==> config.mk <==
export PLATFORM = sky130hd
export DESIGN_NAME = cs_chan
export DESIGN_NICKNAME = d
export VERILOG_FILES = /design/src/core/cs_chan_pkg.sv /design/src/core/cs_chan.sv
export SDC_FILE = /design/constraint.sdc
export NUM_CORES = 1
export LEC_CHECK = 0
export BUFFER_PORTS_ARGS = -buffer_cell sky130_fd_sc_hd__clkbuf_2
export CORE_MARGIN = 2
export CORE_UTILIZATION = 35
export DETAILED_ROUTE_END_ITERATION = 12
export PLACE_DENSITY = 0.58
export REMOVE_ABC_BUFFERS = 1
export SKIP_LAST_GASP = 1
export SLEW_MARGIN = 20
export SYNTH_ARGS = -nofsm -noshare
export SYNTH_HDL_FRONTEND = slang
export SYNTH_SLANG_ARGS = --single-unit
==> constraint.sdc <==
create_clock -name clock -period 6.7 [get_ports clock]
set_clock_uncertainty 0.1 [all_clocks]
set_input_delay 0.67 -clock clock [delete_from_list [all_inputs] [get_ports clock]]
set_output_delay 0.67 -clock clock [all_outputs]
set_load 0.01 [all_outputs]
==> src/core/cs_chan_pkg.sv <==
package cs_chan_pkg;

  // ----------------------------------------
  // widths and sizes
  // ----------------------------------------
  localparam int WORD_W   = 16;
  localparam int ADDR_W   = 16;
  localparam int FUNC_W   = 8;
  localparam int UNITS    = 4;
  localparam int UNIT_W   = 2;

  // ----------------------------------------
  // reset values and address step
  // ----------------------------------------
  localparam logic [ADDR_W-1:0] CAR_RESET  = 16'h0000;
  localparam logic [FUNC_W-1:0] FUNC_RESET = 8'h00;
  localparam logic [ADDR_W-1:0] CAR_STEP   = 16'h0001;

  // ----------------------------------------
  // types
  // ----------------------------------------
  typedef enum logic [1:0] {ph_idle, ph_ctrl, ph_data} init_ph_t;

  typedef enum logic [1:0] {st_run, st_wait_end, st_steal, st_done} steal_st_t;

  // execute-io request from the processor sequencing
  typedef struct packed {
    logic              start;
    logic [UNIT_W-1:0] unit;
    logic [FUNC_W-1:0] func;
    logic [ADDR_W-1:0] first_addr;
  } xio_req_t;

  // core storage port driven during a steal
  typedef struct packed {
    logic              valid;
    logic              write;
    logic [ADDR_W-1:0] addr;
    logic [WORD_W-1:0] data;
  } mem_cmd_t;

endpackage : cs_chan_pkg

==> src/core/cs_chan.sv <==
// Functional notes
// - unit selected by 16-bit control word, acknowledged
// - next cycle loads first address into unit's register
// - control cycle selects unit, loads function register
// - each unit owns its own address register
// - channel idles until a steal request arrives
// - grant only highest-priority pending request
// - program clock stops only at cycle end
// - processor registers untouched during steals
// - channel clock runs across consecutive steals by different units
// - each steal moves exactly one word
// - address register drives bus, then increments
// - program resumes when no other unit's request waits
`timescale 1ns/100ps
`default_nettype none
module cs_chan
  import cs_chan_pkg::*;
(
  // clock and reset
  input  wire logic              clock,
  input  wire logic              nrst,
  // execute-io request
  input  wire xio_req_t          execute_io_instruction,
  input  wire logic [WORD_W-1:0] io_command_word,
  // processor timing
  input  wire logic              cycle_end,
  output logic                   prog_clk_en,
  output logic                   chan_clk_run,
  // io units
  output logic [WORD_W-1:0]      out_bus,
  output logic [UNITS-1:0]       unit_select,
  input  wire logic [UNITS-1:0]  unit_select_ack,
  input  wire logic [UNITS-1:0]  steal_req,
  input  wire logic [UNITS-1:0]  steal_dir_in,
  input  wire logic [WORD_W-1:0] in_bus,
  output logic [UNITS-1:0]       steal_ack,
  output logic [FUNC_W-1:0]      func_out,
  // core storage
  output mem_cmd_t               mem,
  input  wire logic [WORD_W-1:0] mem_rdata
);

  // ----------------------------------------
  // functions
  // ----------------------------------------
  // lowest index wins; one-hot result
  function automatic logic [UNITS-1:0] pick(input logic [UNITS-1:0] r);
    logic [UNITS-1:0] g;
    g = '0;
    for (int i = UNITS - 1; i >= 0; i--) begin
      if (r[i]) begin
        g = '0;
        g[i] = 1'b1;
      end
    end
    return g;
  endfunction : pick

  function automatic logic [UNIT_W-1:0] enc(input logic [UNITS-1:0] oh);
    logic [UNIT_W-1:0] n;
    n = '0;
    for (int i = 0; i < UNITS; i++) begin
      if (oh[i]) begin
        n = UNIT_W'(i);
      end
    end
    return n;
  endfunction : enc

  // ----------------------------------------
  // state
  // ----------------------------------------
  logic [ADDR_W-1:0] car_q [UNITS];
  logic [FUNC_W-1:0] func_q [UNITS];
  init_ph_t          ph_q;
  steal_st_t         st_q;
  logic [UNIT_W-1:0] sel_unit_q;
  logic [UNIT_W-1:0] cur_q;
  logic [UNITS-1:0]  select_q;
  logic [UNITS-1:0]  ack_q;
  logic [WORD_W-1:0] out_q;
  logic              prog_en_q;
  logic              chan_run_q;
  mem_cmd_t          mem_q;
  logic              dir_in_q;
  logic [FUNC_W-1:0] func_out_q;

  wire logic [UNITS-1:0]  grant_oh  = pick(steal_req);
  wire logic [UNIT_W-1:0] grant_num = enc(grant_oh);
  wire logic              any_req   = |steal_req;
  wire logic              sel_taken = |(select_q & unit_select_ack);
  wire logic              init_busy = ph_q != ph_idle;
  wire logic              init_go   = ph_q == ph_idle && execute_io_instruction.start && st_q == st_run;
  // an execute-io wins a tie with a steal request, so the first-address
  // load can never meet an address increment in the same cycle
  wire logic              steal_go  = any_req && !init_busy && !init_go;

  // ----------------------------------------
  // initialization sequence
  // ----------------------------------------
  always_ff @(posedge clock or negedge nrst) begin
    if (!nrst) begin
      ph_q       <= ph_idle;
      sel_unit_q <= '0;
      select_q   <= '0;
    end else begin
      case (ph_q)
        ph_idle: begin
          if (init_go) begin
            ph_q       <= ph_ctrl;
            sel_unit_q <= execute_io_instruction.unit;
            select_q   <= UNITS'(1) << execute_io_instruction.unit;
          end
        end
        ph_ctrl: begin
          if (sel_taken) begin
            ph_q     <= ph_data;
            select_q <= '0;
          end
        end
        ph_data: ph_q <= ph_idle;
        default: ph_q <= ph_idle;
      endcase
    end
  end

  // ----------------------------------------
  // per-unit address and function registers
  // ----------------------------------------
  wire logic car_bump = st_q == st_steal;

  always_ff @(posedge clock or negedge nrst) begin
    if (!nrst) begin
      for (int i = 0; i < UNITS; i++) begin
        car_q[i]  <= CAR_RESET;
        func_q[i] <= FUNC_RESET;
      end
      func_out_q <= FUNC_RESET;
    end else begin
      func_out_q <= func_q[sel_unit_q];
      if (init_go) begin
        func_q[execute_io_instruction.unit] <= execute_io_instruction.func;
      end
      if (ph_q == ph_data) begin
        car_q[sel_unit_q] <= execute_io_instruction.first_addr;
      end else if (car_bump) begin
        car_q[cur_q] <= car_q[cur_q] + CAR_STEP;
      end
    end
  end

  // ----------------------------------------
  // steal sequencer
  // ----------------------------------------
  // a steal only starts between instructions' init phases, so the
  // address register write and the increment never collide
  always_ff @(posedge clock or negedge nrst) begin
    if (!nrst) begin
      st_q       <= st_run;
      cur_q      <= '0;
      ack_q      <= '0;
      prog_en_q  <= 1'b1;
      chan_run_q <= 1'b0;
      mem_q      <= '0;
      dir_in_q   <= 1'b0;
      out_q      <= '0;
    end else begin
      ack_q     <= '0;
      mem_q     <= '0;
      case (st_q)
        st_run: begin
          if (steal_go) begin
            st_q <= st_wait_end;
          end
        end
        st_wait_end: begin
          if (cycle_end) begin
            prog_en_q  <= 1'b0;
            chan_run_q <= 1'b1;
            st_q       <= st_steal;
            cur_q      <= grant_num;
            dir_in_q   <= |(grant_oh & steal_dir_in);
            mem_q.valid <= 1'b1;
            mem_q.write <= |(grant_oh & steal_dir_in);
            mem_q.addr  <= car_q[grant_num];
            mem_q.data  <= in_bus;
          end
        end
        st_steal: begin
          if (!dir_in_q) begin
            out_q <= mem_rdata;
          end
          ack_q[cur_q] <= 1'b1;
          st_q         <= st_done;
        end
        st_done: begin
          // the acked unit's own request is ignored here; only other units keep the channel
          if (any_req & ~ack_q[cur_q] | (|(steal_req & ~(UNITS'(1) << cur_q)))) begin
            st_q <= st_wait_end;
          end else begin
            prog_en_q  <= 1'b1;
            chan_run_q <= 1'b0;
            st_q       <= st_run;
          end
        end
        default: st_q <= st_run;
      endcase
      // the word stands on the bus from the same edge as the select line
      if (init_go || ph_q == ph_ctrl) begin
        out_q <= io_command_word;
      end
    end
  end

  // back-to-back steals skip the cycle-end wait: the program clock
  // is already stopped, so there is no processor cycle to finish
  // (handled by cycle_end being held high by the timing logic)

  assign prog_clk_en  = prog_en_q;
  assign chan_clk_run = chan_run_q;
  assign out_bus      = out_q;
  assign unit_select  = select_q;
  assign steal_ack    = ack_q;
  assign func_out     = func_out_q;
  assign mem          = mem_q;

  // ----------------------------------------
  // assertions
  // ----------------------------------------
  a_prog_stop_edge: assert property (@(posedge clock) disable iff (!nrst)
    $fell(prog_clk_en) |-> $past(cycle_end)) else $error("program clock stopped mid cycle");
  a_one_word_each: assert property (@(posedge clock) disable iff (!nrst)
    mem.valid |=> !mem.valid && $onehot(steal_ack)) else $error("steal not one word");
  a_car_increment: assert property (@(posedge clock) disable iff (!nrst)
    st_q == st_steal |=> car_q[$past(cur_q)] == $past(car_q[cur_q]) + CAR_STEP)
    else $error("address not incremented");
  a_car_load_data: assert property (@(posedge clock) disable iff (!nrst)
    ph_q == ph_data |=> car_q[$past(sel_unit_q)] == $past(execute_io_instruction.first_addr)) else $error("first address not loaded");
  a_select_ack: assert property (@(posedge clock) disable iff (!nrst)
    ph_q == ph_ctrl && !sel_taken |=> ph_q == ph_ctrl) else $error("advanced without acceptance");
  a_idle_no_req: assert property (@(posedge clock) disable iff (!nrst)
    st_q == st_run && !any_req |=> st_q == st_run) else $error("steal without request");
  a_prio_grant: assert property (@(posedge clock) disable iff (!nrst)
    st_q == st_wait_end && cycle_end |=> ($past(steal_req) & (UNITS'(1) << cur_q)) != '0
      && ($past(steal_req) & ((UNITS'(1) << cur_q) - UNITS'(1))) == '0) else $error("wrong priority");
  a_chan_clk_span: assert property (@(posedge clock) disable iff (!nrst)
    st_q == st_steal |-> chan_clk_run && !prog_clk_en) else $error("clocks wrong during steal");
  a_resume_idle: assert property (@(posedge clock) disable iff (!nrst)
    st_q == st_done && !any_req |=> prog_clk_en) else $error("program not resumed");
  a_regs_held: assert property (@(posedge clock) disable iff (!nrst)
    st_q == st_steal |-> !prog_clk_en) else $error("program ran during steal");
  a_func_load: assert property (@(posedge clock) disable iff (!nrst)
    ph_q == ph_idle && execute_io_instruction.start && st_q == st_run |=> func_q[$past(execute_io_instruction.unit)] == $past(execute_io_instruction.func))
    else $error("function not loaded");
  a_unit_sep: assert property (@(posedge clock) disable iff (!nrst)
    st_q == st_steal && cur_q != 0 |=> car_q[0] == $past(car_q[0])) else $error("foreign register changed");

  c_init: cover property (@(posedge clock) disable iff (!nrst) ph_q == ph_ctrl ##[1:8] ph_q == ph_data);
  c_steal: cover property (@(posedge clock) disable iff (!nrst) st_q == st_steal ##1 st_q == st_done);
  c_b2b: cover property (@(posedge clock) disable iff (!nrst) st_q == st_done ##1 st_q == st_wait_end);

endmodule : cs_chan
`default_nettype wire

==> results.sh <==
export IMPL_status="finished, final reports clean"
export IMPL_maxCapViolations=0
export IMPL_place_gp_congestion=0.8218
export IMPL_final_setup_viol_count=0
export IMPL_period_needed_ps=3121
export IMPL_area_growth_syn_to_layout_pct=21.38
export IMPL_postCtsSetupRepairBufs=0
export IMPL_met2_length_um=11040
export IMPL_viasPerCell=5.337
export IMPL_routedWlPerCell_um=19.28
export IMPL_dr_max_layer_used="met4"
export IMPL_ctsHoldBuffers=0
export IMPL_synth_top_area_share_pct=51.51
export IMPL_die_y_um=158.5
export IMPL_tns_ps=0
export IMPL_h_tree_depth=4
export IMPL_cts_tree="done"
export IMPL_rsz0062_at_grt="false"
export IMPL_r2r_cells=7
export IMPL_worstSetupStartpointType="flip-flop"
export IMPL_max_freq_mhz=320.4
export IMPL_cp_end_kind="flip-flop"
export IMPL_crit_required_ps=6900
export IMPL_grt_pass1_vias=6136
export IMPL_synthFlopType="dfrtp_1"
export IMPL_n_antenna_cell=0
export IMPL_path_clk_slew_ps=90
export IMPL_synth_cell_types=58
export IMPL_syn_instance_count=689
export IMPL_yosysTopAreaCell="dfrtp_1"
export IMPL_worstHoldPathType="in -> async"
export IMPL_ir_drop_uv=200.0
export IMPL_cts_made_buffers=17
export IMPL_die_w_um=158.5
export IMPL_dr_pass1_iters=5
export IMPL_fillerInstances=2216
export IMPL_grt_max_degree=106
export IMPL_grt_overflow=0
export IMPL_synth_area_per_cell_um2=12.13
export IMPL_drive_gt1_share_pct=33.37
export IMPL_core_area_um2=23470
export IMPL_cp_max_fo=17
export IMPL_syn_area_um2=8356
export IMPL_wl_met1_um=9904
export IMPL_antenna_found_initial=0
export IMPL_period_share_pct=46.58
export IMPL_slew_headroom_pct=31.71
export IMPL_grt_pass1_wl_um=35770
export IMPL_drtIter0Drc=434
export IMPL_synth_edf_count=0
export IMPL_nNetsFinal=937
export IMPL_arrival_ps=3320
export IMPL_tightestPinTransition_ps=1024
export IMPL_yosys_top_cells_area="dfrtp_1, mux4_2, mux2_2"
export IMPL_insertion_delay_ps=460
export IMPL_wirelength_um=22610
export IMPL_hpwl_um=15150
export IMPL_clockBufferDepth=2
export IMPL_clock_sink_count=173
export IMPL_yosysWarnings=0
export IMPL_drc=0
export IMPL_whs_ps=217.3
export IMPL_pwr_density_cell_nw_per_um2=469.7
export IMPL_detail_route_antenna_nets=0
export IMPL_async_reset_ff_share_pct=100.0
export IMPL_root_buffer="clkbuf_16"
export IMPL_fin_total_pwr_w=0.004763
export IMPL_ioPinCount=158
export IMPL_start_util_pct=35.60
export IMPL_finalMaxSlewViolations=0
export IMPL_yosysMostFrequentCell="dfrtp_1"
export IMPL_ys_seq_area_share_pct=51.83
export IMPL_core_rowCount=56
export IMPL_met3_length_um=1264
export IMPL_dp_slack_ps=3607
export IMPL_path_class="reg -> reg"
export IMPL_setup_ws_ps=3579
export IMPL_cts_resized=0
export IMPL_track_usage_pct=18.79
export IMPL_dieArea_um2=25130
export IMPL_port_buffers=157
export IMPL_synth_common_cells="dfrtp_1, o21ai_0, nand2_1"
export IMPL_yosys_register_bits=173
export IMPL_p_leak_nw=4.728
export IMPL_hold_viol=0
export IMPL_vias=6260
[placed cells by master (no fill, tap or decap), types with 14 or more instances in the layout]
cell,count
a22oi_1,33
and2_1,17
a21oi_1,16
clkbuf_16,17
mux2i_1,32
mux4_2,30
o21ai_0,54
o22ai_1,18
dfrtp_1,172
nand2_1,53
clkbuf_2,156
nor2_1,41
inv_1,14
mux2_2,36
and3_1,19
[cells by family (layout without fill, tap and decap cells)]
kind of cell	after synthesis	count (layout)	share of synthesized area (%)
xor gates and xnor gates	12	12	1.258
DFF	173	173	51.83
buffers and inverters	51	216	2.680
and+or+nand+nor	190	190	12.13
AOI/OAI and AO/OA	149	149	11.29
muxes	108	108	19.92
adders and majority gates	6	6	0.8984
[through the flow]
step                      instance area (µm²)  std cells  util [%]
after floorplan                          8188        653         -
after global placement                   9487       1141     40.42
after detailed placement                 9487       1141     40.42
after CTS                               10140       1173     43.19
after global routing                    10140       1173     43.21
final                                   10140       1173     43.21
[power breakdown]
part	internal, W	leakage, nW	switching, W
clock network	0.000530	0.313	0.000537
registers	0.00148	2.15	0.000325
logic	0.000861	2.27	0.00103
total	0.00287	4.73	0.00189
[final cells by class]
cell class	instances	area (µm²)	area share, %
clock buffers	17	425.4	4.194
clock inverters	15	225.2	2.221
inverters	15	56.30	0.5551
multi-input cells	465	3824	37.70
flip-flops and latches	173	4330	42.70
well taps	319	399.1	3.935
repair buffers	169	882.1	8.697
[state kept, by name, indices dropped and copies added (netlist names), 2 cells and up]
signal,flops
st_q,2
func_out,8
sel_unit_q,2
ph_q,2
cur_q,2
func_q,32
steal_ack,4
out_bus,16
car_q,64
mem,34
unit_select,4
[final timing paths]
path                                            from  slack [ps]                          to
worst min-delay path                            nrst         220  unit_select[3]$_DFFE_PN0P_
max in group asynchronous                       nrst        4800   sel_unit_q[0]$_DFFE_PN0P_
worst max register to register  cur_q[0]$_DFFE_PN0P_        3580       car_q[44]$_DFFE_PN0P_
min in group clock                io_command_word[0]         330      out_bus[0]$_DFFE_PN0P_
worst min register to register  dir_in_q$_DFFE_PN0P_         380        dir_in_q$_DFFE_PN0P_
worst max-delay path            cur_q[0]$_DFFE_PN0P_        3580       car_q[44]$_DFFE_PN0P_
[layer usage]
layer | vias up | GRT usage [%]
li1 | 2877 | -
met1 | 3153 | 25.47
met2 | 202 | 30.85
met3 | 28 | 3.293
met4 | 0 | 5.920
met5 | - | 0
[critical path: stages (launching register included)]
cell	delay (ps)
dfrtp_1	740
buf_4	400
mux4_2	380
ha_1	320
inv_1	120
or4_4	560
xor2_1	230
o21ai_1	100
(Power assumes the default switching activity.)
